File: src/rtl/uim_pkg.sv
// Package for the USB interface machine status and flag block.
// Assumes a 32-bit word register port with byte offsets.
package uim_pkg;

  // Register byte offsets
  localparam logic [7:0] OTG_STATUS_OFS  = 8'h14;
  localparam logic [7:0] SERIAL_CTRL_OFS = 8'h18;
  localparam logic [7:0] EVENT_FLAGS_OFS = 8'h1c;
  localparam logic [7:0] HOLD_SEL_OFS    = 8'h20;
  localparam logic [7:0] PORT_MASK_OFS   = 8'h24;
  localparam logic [7:0] FRAME_COUNT_OFS = 8'h28;
  localparam logic [7:0] LAST_PID_OFS    = 8'h2c;
  localparam logic [7:0] LAST_EP_OFS     = 8'h30;
  localparam logic [7:0] EP_MARK_OFS     = 8'h34;
  localparam logic [7:0] SESS_MASK_OFS   = 8'h38;
  localparam logic [7:0] PWR_SIG_OFS     = 8'h3c;

  // Signal flag positions
  localparam int NUM_FLAGS      = 7;
  localparam int TOKEN_FLAG_BIT = 6;
  localparam int SE0_FLAG_BIT   = 5;
  localparam int K_FLAG_BIT     = 4;
  localparam int J_FLAG_BIT     = 3;
  localparam int CRC_FLAG_BIT   = 2;
  localparam int RXACT_FLAG_BIT = 1;
  localparam int RXERR_FLAG_BIT = 0;

  // Serial line control positions
  localparam int RX_DIFF_BIT   = 6;
  localparam int RX_DM_BIT     = 5;
  localparam int RX_DP_BIT     = 4;
  localparam int TX_SE0_BIT    = 3;
  localparam int TX_DATA_BIT   = 2;
  localparam int TX_EN_LOW_BIT = 1;
  localparam int FSLS_BIT      = 0;
  localparam int SERIAL_CTRL_W = 4;
  localparam logic [3:0] SERIAL_CTRL_RESET = 4'h2;

  // Field widths
  localparam int OTG_STATUS_W = 6;
  localparam int MASK_W       = 8;
  localparam int NUM_PORTS    = 4;
  localparam int FRAME_W      = 11;
  localparam int PID_W        = 4;
  localparam int EP_W         = 4;
  localparam int EP_VALID_BIT = 4;
  localparam int EP_MARK_W    = 16;
  localparam int PWR_SIG_W    = 9;
  localparam int PWR_VALID_BIT = 8;

  // Marked endpoints are delivered with this value ORed in
  localparam logic [4:0] EP_MARK_OR = 5'h10;

  // Decoded line state codes
  localparam logic [1:0] LS_SE0 = 2'h0;
  localparam logic [1:0] LS_J   = 2'h1;
  localparam logic [1:0] LS_K   = 2'h2;
  localparam logic [1:0] LS_NONE = 2'h3;

endpackage : uim_pkg

File: src/rtl/uim_flag_cell.sv
// One signal flag with optional hold and write-one clear.
// Assumes hit_i and the strobes are on clk_i already.
`timescale 1ns/100ps
`default_nettype none
module uim_flag_cell #(
  parameter bit LEVEL = 1'b0
) (
  input  wire logic clk_i,
  input  wire logic reset_i,
  input  wire logic hit_i,
  input  wire logic sticky_i,
  input  wire logic pkt_start_i,
  input  wire logic clear_i,
  output logic      flag_o
);

  logic flag_q;
  logic flag_d;
  logic drop;

  // A new hit beats a clear in the same cycle
  assign drop   = clear_i | (~sticky_i & pkt_start_i);
  assign flag_d = (LEVEL && !sticky_i) ? hit_i
                                       : (hit_i | (flag_q & ~drop));

  always_ff @(posedge clk_i or posedge reset_i) begin
    if (reset_i) begin
      flag_q <= 1'b0;
    end else begin
      flag_q <= flag_d;
    end
  end

  assign flag_o = flag_q;

endmodule : uim_flag_cell
`default_nettype wire

File: src/rtl/uim_status_flags.sv
// Status, flag, mask and frame registers of the USB interface machine.
// Assumes the packet decoder strobes are on clk_i; transceiver levels
// are asynchronous and are synchronised here.
`timescale 1ns/100ps
`default_nettype none
module uim_status_flags
  import uim_pkg::*;
(
  input  wire logic                    clk_i,
  input  wire logic                    reset_i,
  input  wire logic [7:0]              reg_addr_i,
  input  wire logic [31:0]             reg_wdata_i,
  input  wire logic                    reg_wr_i,
  input  wire logic                    reg_rd_i,
  output logic      [31:0]             reg_rdata_o,
  output logic                         reg_rvalid_o,
  input  wire logic [OTG_STATUS_W-1:0] otg_status_i,
  input  wire logic                    rx_diff_i,
  input  wire logic                    rx_dm_i,
  input  wire logic                    rx_dp_i,
  input  wire logic [1:0]              line_state_i,
  input  wire logic                    rx_active_i,
  input  wire logic                    rx_error_i,
  input  wire logic                    pkt_start_i,
  input  wire logic                    token_ok_i,
  input  wire logic                    crc16_fail_i,
  input  wire logic                    pid_valid_i,
  input  wire logic [PID_W-1:0]        pid_i,
  input  wire logic                    ep_valid_i,
  input  wire logic [EP_W-1:0]         ep_i,
  input  wire logic                    sof_valid_i,
  input  wire logic [FRAME_W-1:0]      sof_frame_i,
  output logic                         tx_se0_o,
  output logic                         tx_data_o,
  output logic                         tx_enable_n_o,
  output logic                         fsls_serial_o,
  output logic                         port_1n_o,
  output logic                         port_1o_o,
  output logic                         port_1p_o,
  output logic                         port_extra_o,
  output logic      [EP_W:0]           rx_ep_o,
  output logic                         rx_ep_valid_o,
  output logic                         pwr_signal_valid_o,
  output logic      [7:0]              pwr_signal_value_o
);

  localparam int SYNC_W = OTG_STATUS_W + 7;
  // Line state resets to no symbol, so no false SE0 flag after reset
  localparam logic [SYNC_W-1:0] SYNC_IDLE = SYNC_W'({LS_NONE, 2'b00});

  // Two-stage synchroniser for all transceiver levels
  logic [SYNC_W-1:0] sync1_q;
  logic [SYNC_W-1:0] sync2_q;
  logic [SYNC_W-1:0] sync_in;

  assign sync_in = {otg_status_i, rx_diff_i, rx_dm_i, rx_dp_i,
                    line_state_i, rx_active_i, rx_error_i};

  always_ff @(posedge clk_i or posedge reset_i) begin
    if (reset_i) begin
      sync1_q <= SYNC_IDLE;
      sync2_q <= SYNC_IDLE;
    end else begin
      sync1_q <= sync_in;
      sync2_q <= sync1_q;
    end
  end

  wire [OTG_STATUS_W-1:0] otg_s     = sync2_q[SYNC_W-1:7];
  wire [2:0]              rx_lvl_s  = sync2_q[6:4];
  wire [1:0]              ls_s      = sync2_q[3:2];
  wire                    rx_act_s  = sync2_q[1];
  wire                    rx_err_s  = sync2_q[0];

  // Register state
  logic [SERIAL_CTRL_W-1:0]    serial_q;
  logic [NUM_FLAGS-1:0]        hold_q;
  logic [NUM_PORTS*MASK_W-1:0] mask_q;
  logic [FRAME_W-1:0]          frame_q;
  logic [PID_W-1:0]            pid_q;
  logic [EP_W:0]               last_ep_q;
  logic [EP_MARK_W-1:0]        mark_q;
  logic [31:0]                 sess_mask_q;
  logic [PWR_SIG_W-1:0]        pwr_q;
  logic [31:0]                 rdata_q;
  logic                        rvalid_q;
  logic [NUM_PORTS-1:0]        port_q;
  logic [EP_W:0]               rx_ep_q;
  logic                        rx_ep_valid_q;

  // Write decode; every access is one whole word
  wire wr_serial = reg_wr_i & (reg_addr_i == SERIAL_CTRL_OFS);
  wire wr_flags  = reg_wr_i & (reg_addr_i == EVENT_FLAGS_OFS);
  wire wr_hold   = reg_wr_i & (reg_addr_i == HOLD_SEL_OFS);
  wire wr_mask   = reg_wr_i & (reg_addr_i == PORT_MASK_OFS);
  wire wr_frame  = reg_wr_i & (reg_addr_i == FRAME_COUNT_OFS);
  wire wr_mark   = reg_wr_i & (reg_addr_i == EP_MARK_OFS);
  wire wr_sess   = reg_wr_i & (reg_addr_i == SESS_MASK_OFS);
  wire wr_pwr    = reg_wr_i & (reg_addr_i == PWR_SIG_OFS);

  // Writing one to a flag bit clears it
  wire [NUM_FLAGS-1:0] flag_clr = wr_flags ? reg_wdata_i[NUM_FLAGS-1:0]
                                           : '0;

  // Flag sources
  logic [NUM_FLAGS-1:0] flag_hit;
  logic [NUM_FLAGS-1:0] flag_w;

  assign flag_hit[TOKEN_FLAG_BIT] = token_ok_i;
  assign flag_hit[SE0_FLAG_BIT]   = (ls_s == LS_SE0);
  assign flag_hit[K_FLAG_BIT]     = (ls_s == LS_K);
  assign flag_hit[J_FLAG_BIT]     = (ls_s == LS_J);
  assign flag_hit[CRC_FLAG_BIT]   = crc16_fail_i;
  assign flag_hit[RXACT_FLAG_BIT] = rx_act_s;
  assign flag_hit[RXERR_FLAG_BIT] = rx_err_s;

  // Pulse flags clear at packet start unless held; level flags track their
  // source while not held, and latch ones while held
  genvar gi;
  generate
    for (gi = 0; gi < NUM_FLAGS; gi++) begin : g_flag
      uim_flag_cell #(
        .LEVEL (gi != TOKEN_FLAG_BIT && gi != CRC_FLAG_BIT)
      ) u_cell (
        .clk_i       (clk_i),
        .reset_i     (reset_i),
        .hit_i       (flag_hit[gi]),
        .sticky_i    (hold_q[gi]),
        .pkt_start_i (pkt_start_i),
        .clear_i     (flag_clr[gi]),
        .flag_o      (flag_w[gi])
      );
    end
  endgenerate

  // Mask combination, registered so ports come from flops
  logic [NUM_PORTS-1:0] port_d;
  generate
    for (gi = 0; gi < NUM_PORTS; gi++) begin : g_port
      assign port_d[gi] =
        |(mask_q[gi*MASK_W +: MASK_W] & {1'b0, flag_w});
    end
  endgenerate

  // Endpoint delivered with mark applied
  wire [EP_W:0] rx_ep_d = mark_q[ep_i] ? ({1'b0, ep_i} | EP_MARK_OR)
                                       : {1'b0, ep_i};

  // Frame count: a received frame number wins over a software write
  wire [FRAME_W-1:0] frame_d = sof_valid_i ? sof_frame_i
                             : wr_frame    ? reg_wdata_i[FRAME_W-1:0]
                             : frame_q;

  // Read mux; unmapped offsets and reserved bits read as zero
  logic [31:0] rd_mux;
  always_comb begin
    rd_mux = '0;
    unique case (reg_addr_i)
      OTG_STATUS_OFS:  rd_mux[OTG_STATUS_W-1:0] = otg_s;
      SERIAL_CTRL_OFS: rd_mux[RX_DIFF_BIT:0] = {rx_lvl_s, serial_q};
      EVENT_FLAGS_OFS: rd_mux[NUM_FLAGS-1:0] = flag_w;
      HOLD_SEL_OFS:    rd_mux[NUM_FLAGS-1:0] = hold_q;
      PORT_MASK_OFS:   rd_mux = mask_q;
      FRAME_COUNT_OFS: rd_mux[FRAME_W-1:0] = frame_q;
      LAST_PID_OFS:    rd_mux[PID_W-1:0] = pid_q;
      LAST_EP_OFS:     rd_mux[EP_W:0] = last_ep_q;
      EP_MARK_OFS:     rd_mux[EP_MARK_W-1:0] = mark_q;
      SESS_MASK_OFS:   rd_mux = sess_mask_q;
      PWR_SIG_OFS:     rd_mux[PWR_SIG_W-1:0] = pwr_q;
      default:         rd_mux = '0;
    endcase
  end

  // Software-owned registers
  always_ff @(posedge clk_i or posedge reset_i) begin
    if (reset_i) begin
      serial_q    <= SERIAL_CTRL_RESET;
      hold_q      <= '0;
      mask_q      <= '0;
      mark_q      <= '0;
      sess_mask_q <= '0;
      pwr_q       <= '0;
    end else begin
      if (wr_serial) serial_q <= reg_wdata_i[SERIAL_CTRL_W-1:0];
      if (wr_hold) hold_q <= reg_wdata_i[NUM_FLAGS-1:0];
      if (wr_mask) mask_q <= reg_wdata_i;
      if (wr_mark) mark_q <= reg_wdata_i[EP_MARK_W-1:0];
      if (wr_sess) sess_mask_q <= reg_wdata_i;
      if (wr_pwr) pwr_q <= reg_wdata_i[PWR_SIG_W-1:0];
    end
  end

  // Packet-decoder captured state
  always_ff @(posedge clk_i or posedge reset_i) begin
    if (reset_i) begin
      frame_q       <= '0;
      pid_q         <= '0;
      last_ep_q     <= '0;
      rx_ep_q       <= '0;
      rx_ep_valid_q <= 1'b0;
    end else begin
      frame_q       <= frame_d;
      rx_ep_valid_q <= ep_valid_i;
      if (pid_valid_i) pid_q <= pid_i;
      if (ep_valid_i) begin
        last_ep_q <= {1'b1, ep_i};
        rx_ep_q   <= rx_ep_d;
      end
    end
  end

  // Read data and ports
  always_ff @(posedge clk_i or posedge reset_i) begin
    if (reset_i) begin
      rdata_q  <= '0;
      rvalid_q <= 1'b0;
      port_q   <= '0;
    end else begin
      rvalid_q <= reg_rd_i;
      rdata_q  <= reg_rd_i ? rd_mux : rdata_q;
      port_q   <= port_d;
    end
  end

  assign reg_rdata_o        = rdata_q;
  assign reg_rvalid_o       = rvalid_q;
  assign tx_se0_o           = serial_q[TX_SE0_BIT];
  assign tx_data_o          = serial_q[TX_DATA_BIT];
  assign tx_enable_n_o      = serial_q[TX_EN_LOW_BIT];
  assign fsls_serial_o      = serial_q[FSLS_BIT];
  assign port_1n_o          = port_q[0];
  assign port_1o_o          = port_q[1];
  assign port_1p_o          = port_q[2];
  assign port_extra_o       = port_q[3];
  assign rx_ep_o            = rx_ep_q;
  assign rx_ep_valid_o      = rx_ep_valid_q;
  assign pwr_signal_valid_o = pwr_q[PWR_VALID_BIT];
  assign pwr_signal_value_o = pwr_q[7:0];
endmodule : uim_status_flags
`default_nettype wire

File: config.mk
export PLATFORM = sky130hd
export DESIGN_NAME = uim_status_flags
export DESIGN_NICKNAME = d
export VERILOG_FILES = /design/src/rtl/uim_pkg.sv /design/src/rtl/uim_flag_cell.sv /design/src/rtl/uim_status_flags.sv
export SDC_FILE = /design/constraint.sdc
export NUM_CORES = 1
export LEC_CHECK = 0
export BUFFER_PORTS_ARGS = -buffer_cell sky130_fd_sc_hd__buf_2
export CAP_MARGIN = 20
export CORE_ASPECT_RATIO = 1.2
export CORE_UTILIZATION = 57
export DETAILED_ROUTE_END_ITERATION = 8
export GPL_TIMING_DRIVEN = 0
export PLACE_DENSITY = 0.9
export SETUP_SLACK_MARGIN = 0.15
export SLEW_MARGIN = 40
export SYNTH_ARGS = -nofsm -noshare
export SYNTH_HDL_FRONTEND = slang
export SYNTH_SLANG_ARGS = --single-unit
File: constraint.sdc
create_clock -name clk_i -period 7.1 [get_ports clk_i]
set_clock_uncertainty 0.15 [all_clocks]
set_input_delay 0.71 -clock clk_i [delete_from_list [all_inputs] [get_ports clk_i]]
set_output_delay 0.71 -clock clk_i [all_outputs]
set_load 0.05 [all_outputs]
==> flow_summary.yaml <==
layout:
  area_growth_pct: 18.3
  drive_gt1_share_pct: 42.6
  diodes: 0
  final_area_um2: 10100
  nets: 867
yosys:
  synthMuxAreaShare_pct: 22.8
  synth_xor_area_share_pct: 0
  syn_inst: 633
  avgSynthCellArea_um2: 13.5
  synthDominantCellAreaShare_pct: 54.7
  synth_area_leader_cell: "dfrtp_1"
  yosys.area_share.adder_pct: 0
  ys_seq_area_share_pct: 56.3
  synth_edf_count: 0
  ys_types: 58
  synth-simple-area-share_pct: 7.92
  synth_compound_area_share_pct: 10.1
  synth_top_flop_cell: "dfrtp_1"
  netlist_top_cells_area: "dfrtp_1, mux2_2, mux2_4, mux2i_1, mux4_2"
  synth_area_um2: 8550
  synth_seq_cells: 192
  async_reset_ff_share_pct: 100
  synth_top_family_by_area: "multiplexers"
  synth_nets: 715
  yosys_warnings: 0
drt:
  route.vias.total: 6256
  wl_per_cell_um: 23.2
  first_pass_iters: 5
  drc: 0
  drt_iter0_drc: 516
  viasPerCell: 6.27
  antenna_left: 0
  routed_wl_mm: 23.1
pwr:
  irDropWorstVdd_uv: 168
  p_leak_nw: 5.05
  powerDensity_nw_per_um2: 241
  total_power_mw: 2.43
placement:
  place_congestion: 0.956
  place_area_um2: 9530
  io_buffers: 131
  dp_hpwl_mm: 16.6
grt:
  grt_pass1_wl_mm: 35.5
  grt_start_max_net_pins: 70
  grt_usage_pct: 31.4
  antenna_found_initial: 0
  grt_pass1_vias: 6250
  overflow: 0
timing:
  layout_min_cycle_time_ps: 2520
  relSlewSlack_pct: 45.2
  maxSlewViolCount: 0
  rsz0062_at_grt: "false"
  finalSetupViolCount: 0
  tightestPinTransition_ps: 821
  hold_viol_final: 0
  fmax_mhz: 397
  min_period_over_period_pct: 35.5
worst_setup_path:
  crit_type: "in -> reg"
  cp.depth: 6
  crit_path_end: "mark_q[0]"
  path_common_cell: "buf_2"
  crit_start: "reg_addr_i[2]"
  required_ps: 7270
  ff2ff_path_depth: 4
  worstPathArrival_ps: 2690
  path_buf_inv: 3
  slowest_stage: "nor4b_4"
  r2r-end: "reg_rdata_o[5]"
  path_max_fanout: 10
  r2r_start: "g_flag[5].u_cell.flag_o"
  path_cells: "buf_2 -> buf_2 -> nor4b_4 -> nand3_1 -> buf_2 -> mux2_2"
  crit_family: "simple AND/OR/NAND/NOR gates"
  critPathCaptureType: "register"
  start_kind: "input pin"
  ff2ff_setup_slack_ps: 5320
  critPathMaxStageDelay_ps: 470
floorplanning:
  initial_utilization_pct: 58.8
  core_area_um2: 14500
  dieArea_um2: 15500
  fp.dieW_um: 114
  fp-row-count: 48
  die-height_um: 136
  boundaryPins: 138
clock_network:
  post-cts-setup-buffer-count: 0
  cts_resized: 0
  cts_buffers: 17
  worstSkewPairLatency_ps: 440
  clk_pin_slew_ps: 70
  clk_path_buf_depth: 2
  hold_buffers: 0
  cts.sinks: 192
  cts_tree: "done"
  cts_root_buf: "clkbuf_16"
  htreeDepth: 4
run_status:
  status: "completed"
min_path:
  worstHoldPathType: "in -> async"
run:
  drv_cap: 0
## cell usage in the layout, fill, tap and decap left out, types with 6 or more instances in the layout
cell / instances
clkbuf_1: 15
buf_2: 146
o21ai_0: 18
dfrtp_1: 187
a22oi_1: 19
a221oi_1: 17
mux2_2: 95
o2bb2ai_1: 7
nor2_1: 40
clkbuf_16: 17
a22o_1: 6
nor2b_1: 10
a21oi_1: 6
mux2i_1: 26
mux4_2: 7
nand3_1: 12
nand2_1: 29
mux2_4: 30
## stage by stage
step,worst slack [ps],cells,setup TNS [ps],hold WS [ps],utilization [%]
floorplan,1020,633,0,181,-
global placement,-891,964,-163400,185,65.0
detailed placement,4190,966,0,189,65.6
CTS,4640,998,0,143,69.5
global route,4540,998,0,163,69.6
finish,4580,998,0,134,69.6
## worst register-to-register path, stage by stage (launching register included)
cell	delay, ps
dfrtp_1	500
mux2_2	320
a221oi_1	250
nor3b_1	90
o32a_1	350
## routing by layer
metal	part of all wire [%]	track usage, %	vias up	wire length [um]
met5	0	0	-	0
met2	49	50.6	323	11200
li1	-	-	2672	-
met3	6.9	6.11	62	1590
met4	3.8	14.8	0	883
met1	41	41.2	3199	9410
## registers in the layout (all words and copies together), names as in the netlist, 5 cells and up
register / cells
g_flag.u_cell.flag_o: 7
mask_q: 32
sync1_q: 13
hold_q: 7
reg_rdata_o: 32
frame_q: 11
sess_mask_q: 32
pwr_q: 9
mark_q: 16
sync2_q: 13
last_ep_q: 5
## cells in the mapped netlist, types with 5 or more instances
master / number
o2bb2ai_1: 7
dfstp_2: 5
mux2_2: 95
clkbuf_1: 13
nor2_1: 40
buf_2: 15
nor2b_1: 10
nand2_1: 29
buf_4: 5
buf_6: 5
a21oi_1: 6
o21ai_0: 18
mux2_4: 30
a221oi_1: 17
inv_1: 6
mux4_2: 7
dfrtp_1: 187
mux2i_1: 26
o22a_1: 5
a22o_1: 6
nand3_1: 12
a22oi_1: 19
## where the power goes
part | switching [mW] | internal [mW]
sequential | 0.0465 | 1.15
clock | 0.446 | 0.498
combinational | 0.184 | 0.106
## area by class of cell
class	count	area, um2
well taps	200	250
repair buffers	133	711
clock buffers	19	433
inverters	6	30.0
fillers	1043	4420
flip-flops and latches	192	4810
plain buffers	41	229
clock inverters	13	145
multi-input cells	394	3500
## how the worst min path moves through the flow
stage	to	slack [ps]	depth (start not counted)
4_1_cts	pwr_q[8]	140	2
3_3_place_gp	sync2_q[8]	180	0
5_1_grt	pwr_q[8]	160	2
6_report	pwr_q[8]	130	2
2_1_floorplan	sync2_q[0]	180	0
3_5_place_dp	sync2_q[7]	190	0
## cell families (layout without fill, tap and decap cells)
kind of cell    count (synthesis)  in the layout
compound gates                112            112
simple gates                  123            123
flops                         192            192
buf+inv                        47            212
mux                           159            159
Power figures use the tool's default switching activity.
